--- config.mk ---
export PLATFORM = sky130hd
export DESIGN_NAME = usart_tx_rx_datapath
export DESIGN_NICKNAME = d
export VERILOG_FILES = /design/src/serial_pkg.sv /design/src/usart_tx_rx_datapath.sv
export SDC_FILE = /design/constraint.sdc
export NUM_CORES = 1
export LEC_CHECK = 0
export BUFFER_PORTS_ARGS = -buffer_cell sky130_fd_sc_hd__buf_2
export CORE_ASPECT_RATIO = 1.2
export CORE_MARGIN = 1
export CORE_UTILIZATION = 45
export DETAILED_ROUTE_END_ITERATION = 6
export MAX_ROUTING_LAYER = met4
export PLACE_DENSITY = 0.68
export SETUP_SLACK_MARGIN = 0.15
export SYNTH_ARGS = -nofsm -noshare
export SYNTH_HDL_FRONTEND = slang
export SYNTH_SLANG_ARGS = --single-unit
--- constraint.sdc ---
create_clock -name aclk -period 2.9 [get_ports aclk]
set_input_delay 0 -clock aclk [delete_from_list [all_inputs] [get_ports aclk]]
set_output_delay 0 -clock aclk [all_outputs]
set_load 0.05 [all_outputs]
--- src/serial_pkg.sv ---
/*
  Constants and types for the serial transmit/receive datapath:
  register offsets, bit positions, reset values and bus responses.
  Assumes a 32-bit AXI4-Lite register port with byte addressing.
*/
package serial_pkg;

  // ---------------------------------------------------------------
  // register map (byte addresses)
  // ---------------------------------------------------------------
  localparam logic [7:0] OFF_DATA   = 8'h00;  // serial_data_io
  localparam logic [7:0] OFF_STAT_A = 8'h04;  // serial_status_reg_a
  localparam logic [7:0] OFF_CTRL_B = 8'h08;  // serial_control_reg_b
  localparam logic [7:0] OFF_FMT_C  = 8'h0C;  // serial_format_reg_c
  localparam logic [7:0] OFF_BAUD   = 8'h10;  // baud_divisor

  // ---------------------------------------------------------------
  // field positions
  // ---------------------------------------------------------------
  localparam int STA_RXC  = 7;  // rx_complete_flag
  localparam int STA_TXC  = 6;  // tx_complete_flag, write one to clear
  localparam int STA_TX_BUFFER_EMPTY_FLAG = 5;  // tx_buffer_empty_flag
  localparam int STA_U2X  = 1;  // double_speed_bit
  localparam int CTL_TCIE = 6;  // tx_complete_irq_enable
  localparam int CTL_UEIE = 5;  // tx_empty_irq_enable
  localparam int CTL_RECEIVE_ENABLE_BIT = 4;  // receive_enable_bit
  localparam int CTL_TRANSMIT_ENABLE_BIT = 3;  // transmit_enable_bit
  localparam int CTL_SZ2  = 2;  // char_size_field bit 2
  localparam int CTL_RX8  = 1;  // received ninth bit
  localparam int CTL_TX8  = 0;  // tx_ninth_bit

  // ---------------------------------------------------------------
  // reset values and codes
  // ---------------------------------------------------------------
  localparam logic [7:0]  CTRL_RST  = 8'h00;
  localparam logic [7:0]  FMT_RST   = 8'h06;   // async, no parity, one stop, 8 bits
  localparam logic [11:0] BAUD_RST  = 12'h000;
  localparam logic [2:0]  SIZE_NINE = 3'h7;
  localparam logic [3:0]  OS_N_M1   = 4'hF;    // 16 ticks per bit, minus one
  localparam logic [3:0]  OS_D_M1   = 4'h7;    // 8 ticks per bit at double speed
  localparam logic [3:0]  HALF_N    = 4'h7;
  localparam logic [3:0]  HALF_D    = 4'h3;
  localparam logic [1:0]  RESP_OKAY   = 2'h0;
  localparam logic [1:0]  RESP_SLVERR = 2'h2;

  // frame format as held in serial_format_reg_c
  typedef struct packed {
    logic       xck_master;   // bit 7
    logic       sync_mode;    // bit 6
    logic       parity_en;    // bit 5, parity_enable_bit
    logic       parity_odd;   // bit 4, parity_odd_select
    logic       two_stop;     // bit 3, stop_bits_select
    logic [1:0] size_lo;      // bits 2:1, char_size_field low bits
    logic       xck_pol;      // bit 0
  } fmt_t;

  typedef enum logic [1:0] {TX_IDLE = 2'b01, TX_SHIFT = 2'b10} tx_state_t;
  typedef enum logic [2:0] {RX_IDLE = 3'b001, RX_START = 3'b010, RX_BITS = 3'b100} rx_state_t;

endpackage : serial_pkg

--- src/usart_tx_rx_datapath.sv ---
/*
  Serial transmitter and receiver with AXI4-Lite registers.
  Assumes rxd_i and xck_i come from pins, asynchronous to aclk;
  the interrupt controller pulses tx_complete_irq_ack on service.
*/
// Added by the designer: the placing of the registers and the AXI4-Lite interface to the registers.
`timescale 1ns/1ps
module usart_tx_rx_datapath
  import serial_pkg::*;
#(
  parameter int ADDR_W = 8
) (
  input  wire logic              aclk,
  input  wire logic              aresetn,
  input  wire logic [ADDR_W-1:0] s_axi_awaddr,
  input  wire logic              s_axi_awvalid,
  output logic                   s_axi_awready,
  input  wire logic [31:0]       s_axi_wdata,
  input  wire logic [3:0]        s_axi_wstrb,
  input  wire logic              s_axi_wvalid,
  output logic                   s_axi_wready,
  output logic [1:0]             s_axi_bresp,
  output logic                   s_axi_bvalid,
  input  wire logic              s_axi_bready,
  input  wire logic [ADDR_W-1:0] s_axi_araddr,
  input  wire logic              s_axi_arvalid,
  output logic                   s_axi_arready,
  output logic [31:0]            s_axi_rdata,
  output logic [1:0]             s_axi_rresp,
  output logic                   s_axi_rvalid,
  input  wire logic              s_axi_rready,
  input  wire logic              rxd_i,
  output logic                   txd_o,
  output logic                   txd_oe,
  input  wire logic              xck_i,
  output logic                   xck_o,
  output logic                   xck_oe,
  output logic                   tx_empty_irq,
  output logic                   tx_complete_irq,
  input  wire logic              tx_complete_irq_ack
);

  // ---------------------------------------------------------------
  // register bus slave
  // ---------------------------------------------------------------
  logic              aw_got_r, w_got_r, bvalid_r, rvalid_r;
  logic [ADDR_W-1:0] aw_addr_r;
  logic [31:0]       wdata_r, rdata_r;
  logic [3:0]        wstrb_r;
  logic [1:0]        bresp_r, rresp_r;
  logic [31:0]       rd_mux;
  logic              rd_hit;

  wire do_wr  = aw_got_r && w_got_r && !bvalid_r;
  wire ar_hs  = s_axi_arvalid && s_axi_arready;
  wire [7:0] wa = 8'(aw_addr_r);
  wire [7:0] ra = 8'(s_axi_araddr);
  wire wr_hit = (wa == OFF_DATA) || (wa == OFF_STAT_A) || (wa == OFF_CTRL_B) ||
                (wa == OFF_FMT_C) || (wa == OFF_BAUD);
  wire wr_data = do_wr && (wa == OFF_DATA) && wstrb_r[0];
  wire wr_stat = do_wr && (wa == OFF_STAT_A) && wstrb_r[0];
  wire wr_ctrl = do_wr && (wa == OFF_CTRL_B) && wstrb_r[0];
  wire wr_fmt  = do_wr && (wa == OFF_FMT_C) && wstrb_r[0];
  wire wr_bd0  = do_wr && (wa == OFF_BAUD) && wstrb_r[0];
  wire wr_bd1  = do_wr && (wa == OFF_BAUD) && wstrb_r[1];
  wire rd_data = ar_hs && (ra == OFF_DATA);   // reading data pops the receive buffer

  assign s_axi_awready = !aw_got_r && !bvalid_r;
  assign s_axi_wready  = !w_got_r && !bvalid_r;
  assign s_axi_arready = !rvalid_r;
  assign s_axi_bvalid  = bvalid_r;
  assign s_axi_bresp   = bresp_r;
  assign s_axi_rvalid  = rvalid_r;
  assign s_axi_rdata   = rdata_r;
  assign s_axi_rresp   = rresp_r;

  // address and data are latched separately so either may come first
  always_ff @(posedge aclk) begin
    if (!aresetn) begin
      aw_got_r  <= 1'b0;
      w_got_r   <= 1'b0;
      bvalid_r  <= 1'b0;
      bresp_r   <= RESP_OKAY;
      aw_addr_r <= '0;
      wdata_r   <= 32'h0000_0000;
      wstrb_r   <= 4'h0;
    end else begin
      if (s_axi_awvalid && s_axi_awready) begin
        aw_got_r  <= 1'b1;
        aw_addr_r <= s_axi_awaddr;
      end
      if (s_axi_wvalid && s_axi_wready) begin
        w_got_r <= 1'b1;
        wdata_r <= s_axi_wdata;
        wstrb_r <= s_axi_wstrb;
      end
      if (do_wr) begin
        aw_got_r <= 1'b0;
        w_got_r  <= 1'b0;
        bvalid_r <= 1'b1;
        bresp_r  <= wr_hit ? RESP_OKAY : RESP_SLVERR;
      end else if (bvalid_r && s_axi_bready) begin
        bvalid_r <= 1'b0;
      end
    end
  end

  // read answer one cycle after the address is taken
  always_ff @(posedge aclk) begin
    if (!aresetn) begin
      rvalid_r <= 1'b0;
      rdata_r  <= 32'h0000_0000;
      rresp_r  <= RESP_OKAY;
    end else if (ar_hs) begin
      rvalid_r <= 1'b1;
      rdata_r  <= rd_mux;
      rresp_r  <= rd_hit ? RESP_OKAY : RESP_SLVERR;
    end else if (rvalid_r && s_axi_rready) begin
      rvalid_r <= 1'b0;
    end
  end

  // ---------------------------------------------------------------
  // control and format registers
  // ---------------------------------------------------------------
  logic [7:0]  ctrl_r;
  fmt_t        fmt_r;
  logic [11:0] baud_r;
  logic        u2x_r, txc_r, tx_full_r, rx_full_r, tx_on_r;
  logic [8:0]  tx_buf_r, rx_buf_r;

  always_ff @(posedge aclk) begin
    if (!aresetn) begin
      ctrl_r <= CTRL_RST;
      fmt_r  <= fmt_t'(FMT_RST);
      baud_r <= BAUD_RST;
      u2x_r  <= 1'b0;
    end else begin
      if (wr_ctrl) ctrl_r <= {1'b0, wdata_r[6:2], 1'b0, wdata_r[0]};
      if (wr_fmt)  fmt_r  <= fmt_t'(wdata_r[7:0]);
      if (wr_bd0)  baud_r[7:0]  <= wdata_r[7:0];
      if (wr_bd1)  baud_r[11:8] <= wdata_r[11:8];
      if (wr_stat) u2x_r  <= wdata_r[STA_U2X];
    end
  end

  wire [2:0] char_size = {ctrl_r[CTL_SZ2], fmt_r.size_lo};
  // codes 4..6 are reserved; they fall back to eight bits
  wire [3:0] n_bits = (char_size == SIZE_NINE) ? 4'd9 :
                      (char_size[2] ? 4'd8 : 4'(char_size) + 4'd5);
  wire [8:0] dmask  = 9'h1FF >> (4'd9 - n_bits);

  assign rd_hit = (ra == OFF_DATA) || (ra == OFF_STAT_A) || (ra == OFF_CTRL_B) ||
                  (ra == OFF_FMT_C) || (ra == OFF_BAUD);
  wire [7:0] stat_rd = {rx_full_r, txc_r, !tx_full_r, 3'b000, u2x_r, 1'b0};
  wire [7:0] ctrl_rd = {ctrl_r[7:2], rx_buf_r[8], ctrl_r[0]};
  assign rd_mux = (ra == OFF_DATA)   ? {24'h0, rx_buf_r[7:0]} :
                  (ra == OFF_STAT_A) ? {24'h0, stat_rd} :
                  (ra == OFF_CTRL_B) ? {24'h0, ctrl_rd} :
                  (ra == OFF_FMT_C)  ? {24'h0, fmt_r} :
                  (ra == OFF_BAUD)   ? {20'h0, baud_r} : 32'h0000_0000;

  // ---------------------------------------------------------------
  // baud ticks and serial clock
  // ---------------------------------------------------------------
  logic [11:0] baud_cnt_r;
  logic        xck_s1_r, xck_s2_r, xck_prev_r, xck_r, rxd_s1_r, rxd_s2_r;

  wire os_tick = (baud_cnt_r == 12'h000);
  wire master  = fmt_r.sync_mode && fmt_r.xck_master;
  wire [3:0] per_m1 = u2x_r ? OS_D_M1 : OS_N_M1;
  wire [3:0] half   = u2x_r ? HALF_D : HALF_N;
  wire xck_lvl  = master ? xck_r : xck_s2_r;
  wire xck_rise = xck_lvl && !xck_prev_r;
  wire xck_fall = !xck_lvl && xck_prev_r;
  // data changes on one edge and is sampled on the other
  wire tx_edge  = fmt_r.xck_pol ? xck_fall : xck_rise;
  wire rx_edge  = fmt_r.xck_pol ? xck_rise : xck_fall;

  // pins are synchronised; only the second stage feeds logic
  always_ff @(posedge aclk) begin
    if (!aresetn) begin
      baud_cnt_r <= 12'h000;
      xck_r      <= 1'b0;
      xck_s1_r   <= 1'b0;
      xck_s2_r   <= 1'b0;
      xck_prev_r <= 1'b0;
      rxd_s1_r   <= 1'b1;
      rxd_s2_r   <= 1'b1;
    end else begin
      baud_cnt_r <= os_tick ? baud_r : baud_cnt_r - 12'h001;
      xck_r      <= master ? (xck_r ^ os_tick) : 1'b0;
      xck_s1_r   <= xck_i;
      xck_s2_r   <= xck_s1_r;
      xck_prev_r <= xck_lvl;
      rxd_s1_r   <= rxd_i;
      rxd_s2_r   <= rxd_s1_r;
    end
  end

  assign xck_o  = xck_r;
  assign xck_oe = master && (tx_on_r || ctrl_r[CTL_RECEIVE_ENABLE_BIT]);

  // ---------------------------------------------------------------
  // transmitter
  // ---------------------------------------------------------------
  tx_state_t   tx_state_r;
  logic [13:0] tx_sh_r;
  logic [3:0]  tx_cnt_r, tx_os_r;

  wire [8:0]  tx_masked = tx_buf_r & dmask;
  wire        tx_par    = (^tx_masked) ^ fmt_r.parity_odd;
  wire [3:0]  tail      = fmt_r.parity_en ? {3'b111, tx_par} : 4'hF;
  // ones above the frame keep the line high once the stops are out
  wire [12:0] payload   = {4'h0, tx_masked} | 13'({9'h1FF, tail} << n_bits);
  wire [13:0] frame     = {payload, 1'b0};
  wire [3:0]  frame_len = 4'd2 + n_bits + {3'b000, fmt_r.parity_en} +
                          {3'b000, fmt_r.two_stop};
  wire tx_bit_stb = fmt_r.sync_mode ? tx_edge : (os_tick && tx_os_r == per_m1);
  wire tx_last    = (tx_state_r == TX_SHIFT) && tx_bit_stb && (tx_cnt_r == 4'd1);
  wire tx_move    = tx_on_r && tx_full_r && ((tx_state_r == TX_IDLE) || tx_last);

  // buffer write wins over the move in the same cycle
  always_ff @(posedge aclk) begin
    if (!aresetn) begin
      tx_full_r <= 1'b0;
      tx_buf_r  <= 9'h000;
    end else if (wr_data) begin
      tx_full_r <= 1'b1;
      tx_buf_r  <= {ctrl_r[CTL_TX8], wdata_r[7:0]};
    end else if (tx_move) begin
      tx_full_r <= 1'b0;
    end
  end

  // shifter: loads a whole frame, shifts ones in behind it
  always_ff @(posedge aclk) begin
    if (!aresetn) begin
      tx_state_r <= TX_IDLE;
      tx_sh_r    <= 14'h3FFF;
      tx_cnt_r   <= 4'h0;
      tx_os_r    <= 4'h0;
    end else begin
      case (tx_state_r)
        TX_IDLE, TX_SHIFT: begin
          if (tx_move) begin
            tx_state_r <= TX_SHIFT;
            tx_sh_r    <= frame;
            tx_cnt_r   <= frame_len;
            tx_os_r    <= 4'h0;
          end else if (tx_state_r == TX_SHIFT) begin
            if (os_tick) tx_os_r <= (tx_os_r == per_m1) ? 4'h0 : tx_os_r + 4'h1;
            if (tx_bit_stb) begin
              tx_sh_r  <= {1'b1, tx_sh_r[13:1]};
              tx_cnt_r <= tx_cnt_r - 4'h1;
              if (tx_last) tx_state_r <= TX_IDLE;
            end
          end
        end
        default: tx_state_r <= TX_IDLE;
      endcase
    end
  end

  // completion flag: setting beats both clearing paths
  always_ff @(posedge aclk) begin
    if (!aresetn) begin
      txc_r   <= 1'b0;
      tx_on_r <= 1'b0;
    end else begin
      if (tx_last && !tx_full_r) txc_r <= 1'b1;
      else if (tx_complete_irq_ack || (wr_stat && wdata_r[STA_TXC])) txc_r <= 1'b0;
      // disabling only takes hold once shifter and buffer are empty
      tx_on_r <= ctrl_r[CTL_TRANSMIT_ENABLE_BIT] || tx_full_r || (tx_state_r == TX_SHIFT);
    end
  end

  assign txd_o  = tx_sh_r[0];
  assign txd_oe = tx_on_r;
  assign tx_empty_irq    = ctrl_r[CTL_UEIE] && !tx_full_r;
  assign tx_complete_irq = ctrl_r[CTL_TCIE] && txc_r;

  // ---------------------------------------------------------------
  // receiver
  // ---------------------------------------------------------------
  rx_state_t   rx_state_r;
  logic [10:0] rx_sh_r;
  logic [3:0]  rx_cnt_r, rx_os_r;

  wire        rx_en   = ctrl_r[CTL_RECEIVE_ENABLE_BIT];
  // data, parity and only the first stop bit are gathered
  wire [3:0]  rx_need = n_bits + {3'b000, fmt_r.parity_en} + 4'd1;
  wire rx_bit_stb = fmt_r.sync_mode ? rx_edge : (os_tick && rx_os_r == per_m1);
  wire        rx_done = (rx_state_r == RX_BITS) && rx_bit_stb && (rx_cnt_r == 4'd1);
  wire [10:0] rx_sh_nxt = {rxd_s2_r, rx_sh_r[10:1]};
  wire [10:0] rx_align  = rx_sh_nxt >> (4'd11 - rx_need);
  wire [8:0]  rx_data   = rx_align[8:0] & dmask;

  always_ff @(posedge aclk) begin
    if (!aresetn || !rx_en) begin
      rx_state_r <= RX_IDLE;
      rx_sh_r    <= 11'h000;
      rx_cnt_r   <= 4'h0;
      rx_os_r    <= 4'h0;
    end else begin
      case (rx_state_r)
        RX_IDLE: begin
          rx_os_r  <= 4'h0;
          rx_cnt_r <= rx_need;
          if (fmt_r.sync_mode) begin
            if (rx_edge && !rxd_s2_r) rx_state_r <= RX_BITS;
          end else if (!rxd_s2_r) begin
            rx_state_r <= RX_START;
          end
        end
        RX_START: begin
          // a start bit must still be low at its middle to count
          if (os_tick) begin
            rx_os_r <= (rx_os_r == half) ? 4'h0 : rx_os_r + 4'h1;
            if (rx_os_r == half) rx_state_r <= rxd_s2_r ? RX_IDLE : RX_BITS;
          end
        end
        RX_BITS: begin
          if (os_tick) rx_os_r <= (rx_os_r == per_m1) ? 4'h0 : rx_os_r + 4'h1;
          if (rx_bit_stb) begin
            rx_sh_r  <= rx_sh_nxt;
            rx_cnt_r <= rx_cnt_r - 4'h1;
            if (rx_done) rx_state_r <= RX_IDLE;
          end
        end
        default: rx_state_r <= RX_IDLE;
      endcase
    end
  end

  // one-entry buffer; a new frame wins over a read in the same cycle
  always_ff @(posedge aclk) begin
    if (!aresetn || !rx_en) begin
      rx_full_r <= 1'b0;
      rx_buf_r  <= 9'h000;
    end else if (rx_done) begin
      rx_full_r <= 1'b1;
      rx_buf_r  <= rx_data;
    end else if (rd_data) begin
      rx_full_r <= 1'b0;
    end
  end

  // ---------------------------------------------------------------
  // assertions
  // ---------------------------------------------------------------
  property p_tx_pin_owned;
    @(posedge aclk) disable iff (!aresetn) ctrl_r[CTL_TRANSMIT_ENABLE_BIT] |=> txd_oe;
  endproperty
  a_tx_pin_owned: assert property (p_tx_pin_owned) else $error("tx pin not taken");

  property p_write_clears_empty;
    @(posedge aclk) disable iff (!aresetn) wr_data |=> tx_full_r && !stat_rd[STA_TX_BUFFER_EMPTY_FLAG];
  endproperty
  a_write_clears_empty: assert property (p_write_clears_empty) else $error("empty flag stuck");

  property p_move_idle;
    @(posedge aclk) disable iff (!aresetn)
      (tx_on_r && tx_full_r && tx_state_r == TX_IDLE && !wr_data) |=> (tx_state_r == TX_SHIFT) && !tx_full_r;
  endproperty
  a_move_idle: assert property (p_move_idle) else $error("buffer not moved");

  property p_frame_len;
    @(posedge aclk) disable iff (!aresetn) tx_move |=> tx_cnt_r == $past(frame_len) && !txd_o;
  endproperty
  a_frame_len: assert property (p_frame_len) else $error("bad frame load");

  property p_txc_set;
    @(posedge aclk) disable iff (!aresetn) (tx_last && !tx_full_r && !wr_data) |=> txc_r ##1 txd_o;
  endproperty
  a_txc_set: assert property (p_txc_set) else $error("complete flag not set");

  property p_txc_ack;
    @(posedge aclk) disable iff (!aresetn) (tx_complete_irq_ack && !tx_last) |=> !txc_r && !tx_complete_irq;
  endproperty
  a_txc_ack: assert property (p_txc_ack) else $error("complete flag not cleared");

  property p_idle_high;
    @(posedge aclk) disable iff (!aresetn) (tx_state_r == TX_IDLE) |-> txd_o;
  endproperty
  a_idle_high: assert property (p_idle_high) else $error("line low while idle");

  property p_hold_enable;
    @(posedge aclk) disable iff (!aresetn)
      ($fell(ctrl_r[CTL_TRANSMIT_ENABLE_BIT]) && tx_state_r == TX_SHIFT && !tx_last) |=> txd_oe[*2];
  endproperty
  a_hold_enable: assert property (p_hold_enable) else $error("pin released early");

  property p_rx_store;
    @(posedge aclk) disable iff (!aresetn) rx_done |=> rx_full_r && rx_buf_r == $past(rx_data);
  endproperty
  a_rx_store: assert property (p_rx_store) else $error("frame not stored");

  property p_rx_off;
    @(posedge aclk) disable iff (!aresetn) !rx_en |=> rx_state_r == RX_IDLE && !rx_full_r;
  endproperty
  a_rx_off: assert property (p_rx_off) else $error("receiver active while off");

  c_tx_frame:  cover property (@(posedge aclk) disable iff (!aresetn) tx_last && tx_full_r);
  c_rx_frame:  cover property (@(posedge aclk) disable iff (!aresetn) rx_done);
  c_slverr:    cover property (@(posedge aclk) disable iff (!aresetn) bvalid_r && bresp_r == RESP_SLVERR);
  c_rx_ninth:  cover property (@(posedge aclk) disable iff (!aresetn) rx_done && char_size == SIZE_NINE);

endmodule : usart_tx_rx_datapath

==> Word-level counts from Yosys, hierarchy flattened <==
Cells that the tools add are included.
{ "totals": {"register_bits": 175, "output_inout_bits": 47, "wordCells": 236} }
{ "classes": {"add_sub_neg": 13, "n_eq_ne": 26, "shifts": 3, "mux": 58, "n_bitwise": 6, "n_reduce_logical": 88} }
{ "ops": {"columns": ["operator", "count"], "rows": [
  ["$mux 12", 6],
  ["$mux 4", 15],
  ["$mux 14", 3],
  ["$logic_and 1x1->1", 38],
  ["$eq 8x4->1 const B", 4],
  ["$mux 3", 9],
  ["$reduce_bool 2->1", 10],
  ["$and 9x9->9", 2],
  ["$eq 8x3->1 const B", 2],
  ["$eq 8x5->1 const B", 2],
  ["$logic_not 8->1", 2],
  ["$mux 1", 16],
  ["$logic_or 1x1->1", 14],
  ["$or 9x13->13", 1],
  ["$shl 13x4->13", 1],
  ["$add 4x1->4", 3],
  ["$add 4x1->4 const B", 3],
  ["$logic_not 12->1", 1],
  ["$mux 2", 6],
  ["$pmux 4 s3", 1],
  ["$reduce_and 3->1", 4],
  ["$sub 12x1->12 const B", 1],
  ["$shr 11x4->9", 1],
  ["$logic_not 1->1", 10],
  ["24 further kinds", 39]
]} }

==> Depth between registers and ports, before layout <==
Gate-level depths: netlist (run 1).
{ "depth": {"ltp_word": 12, "depth_mapped": 16, "ltp_nobuf": 14} }

==> Worst setup path before layout (run 1) <==
OpenSTA, ideal clock, no wires.
{ "synth_timing": {"path_kind": "register -> register", "startpoint": "register, netlist name char_size[0]", "endpoint": "register tx_sh_r[8]", "setup_ps": 124, "t_arrival_ps": 3013, "slack_ps": -237, "path_stages_with_launch": 16, "n_path_buf": 3, "period_less_slack_ps": 3137, "cell_sequence": "dfxtp_1 > ha_1 > nor2b_1 > clkbuf_1 > ha_1 > buf_6 > nor2b_1 > o21bai_1 > a22oi_1 > nor2_1 > xnor2_1 > or2_2 > mux2i_1 > buf_4 > a311oi_1 > a2111o_1"} }
{ "synth_via": {"elab_chain_len": 12, "word_cells_on_any_way": 13} }
{ "synth_rtl": {"columns": ["item", "line", "text"], "rows": [
  ["$add 3x3->4", "usart_tx_rx_datapath.sv:150", "(char_size[2] ? 4'd8 : 4'(char_size) + 4'd5);"],
  ["$mux 4", "usart_tx_rx_datapath.sv:150", null],
  ["$mux 4 (*)", "usart_tx_rx_datapath.sv:149", "wire [3:0] n_bits = (char_size == SIZE_NINE) ? 4'd9 :"],
  ["$sub 4x4->4", "usart_tx_rx_datapath.sv:151", "wire [8:0] dmask = 9'h1FF >> (4'd9 - n_bits);"],
  ["$shr 9x4->9", "usart_tx_rx_datapath.sv:151", null],
  ["$and 9x9->9", "usart_tx_rx_datapath.sv:211", "wire [8:0] tx_masked = tx_buf_r & dmask;"],
  ["$reduce_xor 9->1", "usart_tx_rx_datapath.sv:212", "wire tx_par = (^tx_masked) ^ fmt_r.parity_odd;"],
  ["$xor 1x1->1", "usart_tx_rx_datapath.sv:212", null],
  ["$mux 1", "usart_tx_rx_datapath.sv:213", "wire [3:0] tail = fmt_r.parity_en ? {3'b111, tx_par} : 4'hF;"],
  ["$shl 13x4->13", "usart_tx_rx_datapath.sv:215", "wire [12:0] payload = {4'h0, tx_masked} | 13'({9'h1FF, tail} << n_bits);"],
  ["$or 9x13->13 (*)", "usart_tx_rx_datapath.sv:215", null],
  ["$mux 14 (*)", "usart_tx_rx_datapath.sv:246", "if (tx_move) begin"],
  ["end signal, assigned", "usart_tx_rx_datapath.sv:248", "tx_sh_r <= frame;"],
  ["end signal, assigned", "usart_tx_rx_datapath.sv:254", "tx_sh_r <= {1'b1, tx_sh_r[13:1]};"],
  ["end, declared", "usart_tx_rx_datapath.sv:208", "logic [13:0] tx_sh_r;"]
]} }
Every way passes the cells marked *; elsewhere a longest branch is shown, timed or not.
A chain may end at the register's enable or synchronous reset.

==> Final worst setup path (run 1) <==
{ "layout_timing": {"startpoint": "register, netlist name char_size[1]", "endpoint": "register tx_sh_r[8]"} }
{ "layout_via": {"elab_chain_len": 12, "word_cells_on_any_way": 13} }
{ "layout_rtl": {"columns": ["item", "line"], "rows": [
  ["$add 3x3->4", "usart_tx_rx_datapath.sv:150"],
  ["$mux 4", "usart_tx_rx_datapath.sv:150"],
  ["$mux 4 (*)", "usart_tx_rx_datapath.sv:149"],
  ["$sub 4x4->4", "usart_tx_rx_datapath.sv:151"],
  ["$shr 9x4->9", "usart_tx_rx_datapath.sv:151"],
  ["$and 9x9->9", "usart_tx_rx_datapath.sv:211"],
  ["$reduce_xor 9->1", "usart_tx_rx_datapath.sv:212"],
  ["$xor 1x1->1", "usart_tx_rx_datapath.sv:212"],
  ["$mux 1", "usart_tx_rx_datapath.sv:213"],
  ["$shl 13x4->13", "usart_tx_rx_datapath.sv:215"],
  ["$or 9x13->13 (*)", "usart_tx_rx_datapath.sv:215"],
  ["$mux 14 (*)", "usart_tx_rx_datapath.sv:246"]
]} }
Marked as above.

==> impl_metrics.json, run 1 <==
{
  "clockRootBuffer": "clkbuf_16",
  "hpwl_um": 13800,
  "critPathLaunchType": "flip-flop",
  "p_int_mw": 3.94,
  "synth_top_flop_cell": "dfxtp_1",
  "firstDrtPassIters": 5,
  "rsz0062_at_grt": "yes",
  "cts_tree": "yes",
  "track_usage": 0.238,
  "maxCapViolations": 0,
  "ir_drop_mv": 0.366,
  "syn_inst": 939,
  "hold_violations": 0,
  "yosys.area.top_type": "dfxtp_1",
  "holdWs_ps": 36.9,
  "die-area_um2": 17800,
  "antenna_left": 0,
  "fin_ws_ps": -12.9,
  "cts_made_buffers": 17,
  "pin_count": 109,
  "ys_types": 78,
  "synth-async-reset-ratio": 0,
  "antenna_found_initial": 0,
  "grt_pass1_wl_um": 32500,
  "dpl_worst_slack_ps": 34.4,
  "finClkSkew_ps": 9.86,
  "slew_headroom": 0.354,
  "cts_num_sinks": 152,
  "n_fill_cell": 1505,
  "path_clk_slew_ps": 70,
  "syn-cell-area_um2": 7760,
  "drc": 0,
  "start_util": 0.461,
  "worstPathMaxFanout": 7,
  "power.leakage_nw": 4.04,
  "insertion_delay_ps": 430,
  "dr.first_iter.drc_count": 504,
  "p_sw_frac": 0.278,
  "end_kind": "flip-flop",
  "ys_seq_area_frac": 0.392,
  "power.density_nw_per_um2": 565,
  "synth_edf_count": 0,
  "synth.area.top_cells": "dfxtp_1, mux2i_1, nor2_1, nand2_1, a21oi_1",
  "arrival_ps": 3220,
  "timing.final.crit_period_ps": 2910,
  "die_w_um": 122,
  "outcome": "finished with violations",
  "post_drt_wl_per_cell_um": 15.6,
  "pwr-share-comb": 0.171,
  "drv_slew": 0,
  "core_area_um2": 16900,
  "clock_path_buffers": 2,
  "worst_slew_pin_slew_ps": 967,
  "grt_pass1_vias": 6591,
  "fin_crit_sh": 1.00,
  "nNetsFinal": 1138,
  "clkPwrFrac": 0.414,
  "hold_class": "in -> reg",
  "path_class": "reg -> reg",
  "port-buffer-count": 64,
  "ys_ff_latch": 152,
  "grt_overflow_total": 0,
  "violations": "negative setup slack",
  "drive_gt1_frac": 0.213,
  "hold_path_depth": 3,
  "ys_warn_count": 0,
  "grt_max_degree": 44,
  "p_seq_frac": 0.414,
  "setup_violations": 1,
  "multiInputGateArea_um2": 4570,
  "synth_top_area_frac": 0.392,
  "syn_to_final_growth_pct": 24.3,
  "reg2regPathDepth": 11,
  "vias_per_cell": 5.42,
  "rows": 52,
  "regArea_um2": 3050,
  "place_congestion": 0.870,
  "drt-total-wl_um": 20100,
  "p_sw_mw": 1.52,
  "vias": 6976,
  "n_antenna_cell": 0,
  "critPathRequiredTime_ps": 3210,
  "max_freq_ghz": 0.343,
  "htreeDepth": 4,
  "dieHeight_um": 146,
  "postSynthAreaPerCell_um2": 8.27
}
-- synth_stat cells, drive strengths merged (3+ instances only) --
cell type    n
nand3       17
o21bai       3
a21o         4
nor4         4
ha          18
nor2       133
and2         8
a22oi        8
and3         6
mux2        11
nor2b       13
o211ai       7
a31oi        3
dfxtp      152
a21oi       79
xnor2       17
buf         34
o21ai       29
nor3        28
or4          3
o311a        4
a222oi       7
a211o        5
o22ai       10
or2          3
clkbuf      38
o221a        4
mux2i       61
nand3b       9
a211oi       9
nand4        5
xor2         8
nand2      122
a311oi       3
inv         24
nand2b      16
-- power by group through the flow --
stage          combinational, mW  sequential (mW)  clock (mW)
2_1_floorplan              0.567             2.30           0
3_3_place_gp               0.730             2.30           0
3_5_place_dp               0.740             2.31           0
4_1_cts                    0.794             2.26        2.29
5_1_grt                     1.02             2.27        2.38
6_report                   0.934             2.26        2.26
-- cells in the final DEF, fill, tap and decap left out, drive strengths merged, types with 4 or more instances in the layout --
| cell type | synthesis | routed |
|---|---|---|
| a211oi | 9 | 9 |
| conb | 1 | 22 |
| nand2 | 122 | 122 |
| ha | 18 | 18 |
| a21oi | 79 | 79 |
| a211o | 5 | 5 |
| nor2 | 133 | 133 |
| nor4 | 4 | 4 |
| a21o | 4 | 4 |
| nor3 | 28 | 28 |
| nand4 | 5 | 5 |
| o22ai | 10 | 10 |
| a22oi | 8 | 8 |
| a222oi | 7 | 7 |
| dfxtp | 152 | 152 |
| dlygate4sd3 | 0 | 28 |
| o221a | 4 | 4 |
| o211ai | 7 | 7 |
| inv | 24 | 30 |
| mux2i | 61 | 61 |
| nand3b | 9 | 9 |
| xnor2 | 17 | 17 |
| xor2 | 8 | 8 |
| o21ai | 29 | 29 |
| o311a | 4 | 4 |
| and3 | 6 | 6 |
| and2 | 8 | 8 |
| buf | 34 | 122 |
| clkbuf | 38 | 21 |
| nand3 | 17 | 17 |
| nor2b | 13 | 13 |
| mux2 | 11 | 11 |
| nand2b | 16 | 16 |
-- worst max-delay path, stage by stage (launching register included) --
cell and delay [ps]:
dfxtp_2 330, ha_4 240, or3_4 330, a311o_1 330, a21boi_2 160, nor3_2 60
nor3_2 170, mux2i_1 260, mux2i_1 280, buf_4 210, a311oi_2 110, a2111o_1 320
-- area by class of cell --
class                      count  area share
tap                          216      0.0280
timing repair buffer         150       0.112
multi-input combinational    711       0.473
inverter                      25     0.00972
clock buffer                  21      0.0477
sequential                   152       0.316
clock inverter                11      0.0139
-- path summary, 6_finish.rpt --
check | from | end | slack [ps]
worst max-delay path | char_size[1]$_SDFFE_PN1P_ | tx_sh_r[8]$_SDFFE_PN1P_ | -10
worst min register to register | rxd_s1_r$_SDFF_PN1_ | rxd_s2_r$_SDFF_PN1_ | 400
worst max register to register | char_size[1]$_SDFFE_PN1P_ | tx_sh_r[8]$_SDFFE_PN1P_ | -10
worst min-delay path | aresetn | char_size[0]$_SDFFE_PN1P_ | 40
-- layer usage --
layer | GRT usage | vias up | routed length, um
met5 | - | - | 0
met4 | 0.0710 | 0 | 335
met3 | 0.0392 | 29 | 814
met2 | 0.387 | 183 | 9840
met1 | 0.299 | 3289 | 9110
li1 | - | 3475 | -
-- state kept, by name (all words and copies together), names as in the netlist, 3 cells and up --
register and cells:
aw_addr_r 8, wdata_r 12, baud_r 12, rx_state_r 3, tx_os_r 4, rx_buf_r 9, fmt_r 6, rx_sh_r 10
rx_cnt_r 4, tx_cnt_r 4, baud_cnt_r 12, ctrl_r 6, tx_buf_r 9, rx_os_r 4, tx_sh_r 14, s_axi_rdata 12
-- stage by stage --
stage / cell area (um^2) / instances / power (mW) / TNS [ps] / util
finish: 9650 / 1286 / 5.46 / -12.9 / 0.573
global route: 9650 / 1286 / 5.67 / -482 / 0.573
CTS: 9380 / 1276 / 5.34 / 0 / 0.557
detailed placement: 8440 / 1211 / 3.05 / 0 / 0.501
global placement: 8440 / 1211 / 3.03 / 0 / 0.501
floorplan: 7920 / 960 / 2.86 / 0 / -
-- kinds of logic after synthesis --
| logic type | count (synthesis) | synth area share |
|---|---|---|
| AOI/OAI and AO/OA | 196 | 0.167 |
| xor gates and xnor gates | 25 | 0.0282 |
| adders and majority gates | 19 | 0.0316 |
| buffers and inverters | 97 | 0.0628 |
| DFF | 152 | 0.392 |
| muxes | 72 | 0.0946 |
| other | 1 | 0.000483 |
| and+or+nand+nor | 377 | 0.223 |
-- what timing repair did --
item | CTS | global route
buffers inserted | 5 | 10
setup endpoints to repair | 18 | 29
endpoints found under the hold margin | 27 | 0
resized for setup | 9 | 44
pin swaps | 11 | 21
hold buffers | 28 | 0
Note: power is estimated with default switching activity, not from simulation.
==> inputs of run 2 (changes only) <==
Settings changed: GPL_TIMING_DRIVEN set to 0.
==> run 2 against run 1 <==
Net effect: the run still ends with negative setup slack left; combinational power fell by 11%; register-to-register slack worse by 120 ps; clock power is 3% higher; critical path type unchanged; largest power group is now the clock network; critical endpoint unchanged; worst hold slack worse by 29 ps.
==> impl_metrics.json, run 2 (synthesis results as in run 1) <==
{
  "nNetsFinal": 1176,
  "post_drt_wl_per_cell_um": 16.6,
  "layout_commonest_cell": "dfxtp_1",
  "fin_ws_ps": -132,
  "clockRootBuffer": "clkbuf_16",
  "r2r_slack_ps": -130,
  "antenna_left": 0,
  "rows": 52,
  "arrival_ps": 3350,
  "hold_path_depth": 4,
  "drt-total-wl_um": 21900,
  "power.density_nw_per_um2": 547,
  "largest_register_ffs": 14,
  "fin_setup_tns_ps": -613,
  "hold_class": "in -> reg",
  "reg2reg_to": "tx_sh_r[8]$_SDFFE_PN1P_",
  "hold_violations": 0,
  "grt_max_degree": 17,
  "clock_path_buffers": 2,
  "hold_start": "s_axi_awvalid",
  "setup_violations": 10,
  "die_w_um": 122,
  "firstDrtPassIters": 5,
  "rr_startpoint": "char_size[1]$_SDFFE_PN1P_",
  "core_area_um2": 16900,
  "cts_tree": "yes",
  "drc": 0,
  "critPathRequiredTime_ps": 3220,
  "multiInputGateArea_um2": 4610,
  "hpwl_um": 15200,
  "syn_to_final_growth_pct": 27.3,
  "vias": 7251,
  "dieHeight_um": 146,
  "n_fill_cell": 1543,
  "critPathLaunchType": "flip-flop",
  "start_util": 0.461,
  "reg2regPathDepth": 14,
  "regArea_um2": 3050,
  "path_class": "reg -> reg",
  "dpl_worst_slack_ps": -456,
  "port-buffer-count": 63,
  "worstPathMaxFanout": 6,
  "max_freq_ghz": 0.330,
  "grt_pass1_wl_um": 34500,
  "n_antenna_cell": 0,
  "ir_drop_mv": 0.376,
  "mostFrequentLayoutCells": "dfxtp_1, nor2_1, nand2_1, a21oi_1, buf_2",
  "path_clk_slew_ps": 70,
  "maxCapViolations": 0,
  "drv_slew": 0,
  "timing.final.crit_period_ps": 3030,
  "grt_pass1_vias": 6766,
  "place_congestion": 0.921,
  "finClkSkew_ps": 12.9,
  "fin_crit_sh": 1.05,
  "grt_overflow_total": 0,
  "vias_per_cell": 5.48,
  "crit_chain": "ha_4 > nor2b_4 > buf_8 > ha_4 > buf_6 > nand2b_4 > and3_4 > o21a_4 > nor3_4 > mux2i_2 > mux2i_4 > buf_6 > a311oi_2 > a2111o_1",
  "violations": "negative setup slack",
  "hold_end": "aw_addr_r[0]$_SDFFE_PN0P_",
  "max_stage_delay_ps": 340,
  "slew_headroom": 0.261,
  "cp_slowest_cell": "dfxtp_2",
  "end_kind": "flip-flop",
  "worst_slew_pin_slew_ps": 1090,
  "post-route-util": 0.586,
  "insertion_delay_ps": 440,
  "die-area_um2": 17800,
  "power_mw": 5.41,
  "rsz0062_at_grt": "yes",
  "cts_made_buffers": 17,
  "largest-register": "tx_sh_r",
  "antenna_found_initial": 0,
  "outcome": "finished with violations",
  "track_usage": 0.257,
  "pin_count": 109,
  "power.leakage_nw": 4.11,
  "drive_gt1_frac": 0.213,
  "cts_num_sinks": 152,
  "dr.first_iter.drc_count": 570,
  "htreeDepth": 4,
  "holdWs_ps": 7.41
}
## run 2: cell types whose count changed in the layout (fill, tap and decap cells not counted), moves of 4 or more
| cell | change |
|---|---|
| clkbuf_1 | +29 |
| xnor2_1 | -5 |
| o21ai_1 | +4 |
| clkinvlp_4 | +4 |
| dlygate4sd3_1 | +4 |
| xnor2_2 | +4 |
## run 2: power by group
part	internal [mW]	switching (mW)
clock network	1.34	0.978
logic	0.333	0.494
registers	2.18	0.0841
## run 2: area by class of cell
class	count	area share
multi-input combinational	711	0.466
buffer	72	0.0458
clock buffer	19	0.0458
timing repair buffer	116	0.0800
inverter	25	0.0103
tap	216	0.0273
clock inverter	13	0.0160
sequential	152	0.308
## run 2: worst max-delay path by stage
stage	start	endpoint	slack, ps	cells past startpoint
floorplan	char_size[1]$_SDFFE_PN1P_	tx_sh_r[8]$_SDFFE_PN1P_	40	14
global placement	ctrl_r[2]$_SDFFE_PN0P_	rx_buf_r[2]$_SDFFE_PP0P_	-460	14
detailed placement	ctrl_r[2]$_SDFFE_PN0P_	rx_buf_r[2]$_SDFFE_PP0P_	-460	14
CTS	char_size[0]$_SDFFE_PN1P_	tx_sh_r[6]$_SDFFE_PN1P_	-90	16
global route	char_size[1]$_SDFFE_PN1P_	tx_sh_r[8]$_SDFFE_PN1P_	-210	14
finish	char_size[1]$_SDFFE_PN1P_	tx_sh_r[8]$_SDFFE_PN1P_	-130	14
## run 2: repair_timing
item	in CTS	in global routing
hold endpoints to repair	27	0
pin swaps	10	13
setup buffers	7	13
resized for setup	36	38
setup endpoints to repair	49	48
hold buffers	32	0
gates cloned	1	0
## run 2: routing by layer
metal | share of wire | routed length (um) | global-route usage
met3 | 0.045 | 993 | 0.0435
met1 | 0.45 | 9770 | 0.317
met5 | 0 | 0 | -
met2 | 0.49 | 10700 | 0.417
met4 | 0.022 | 493 | 0.0944
## run 2: critical path, delay by kind of cell, from the launching register on
family                   cells  cell delay (ps)
AO/OA/AOI/OAI                3              580
adder cells (fa/ha/maj)      2              500
buffers and inverters        3              410
flip-flops                   1              340
multiplexers                 2              630
AND/OR/NAND/NOR              4              460
## run 2: stage by stage
stage / instance area, um^2 / instances
detailed placement: 8500 / 1239
finish: 9880 / 1324
floorplan: 7920 / 960
global placement: 8500 / 1239
CTS: 9620 / 1311
global route: 9880 / 1324
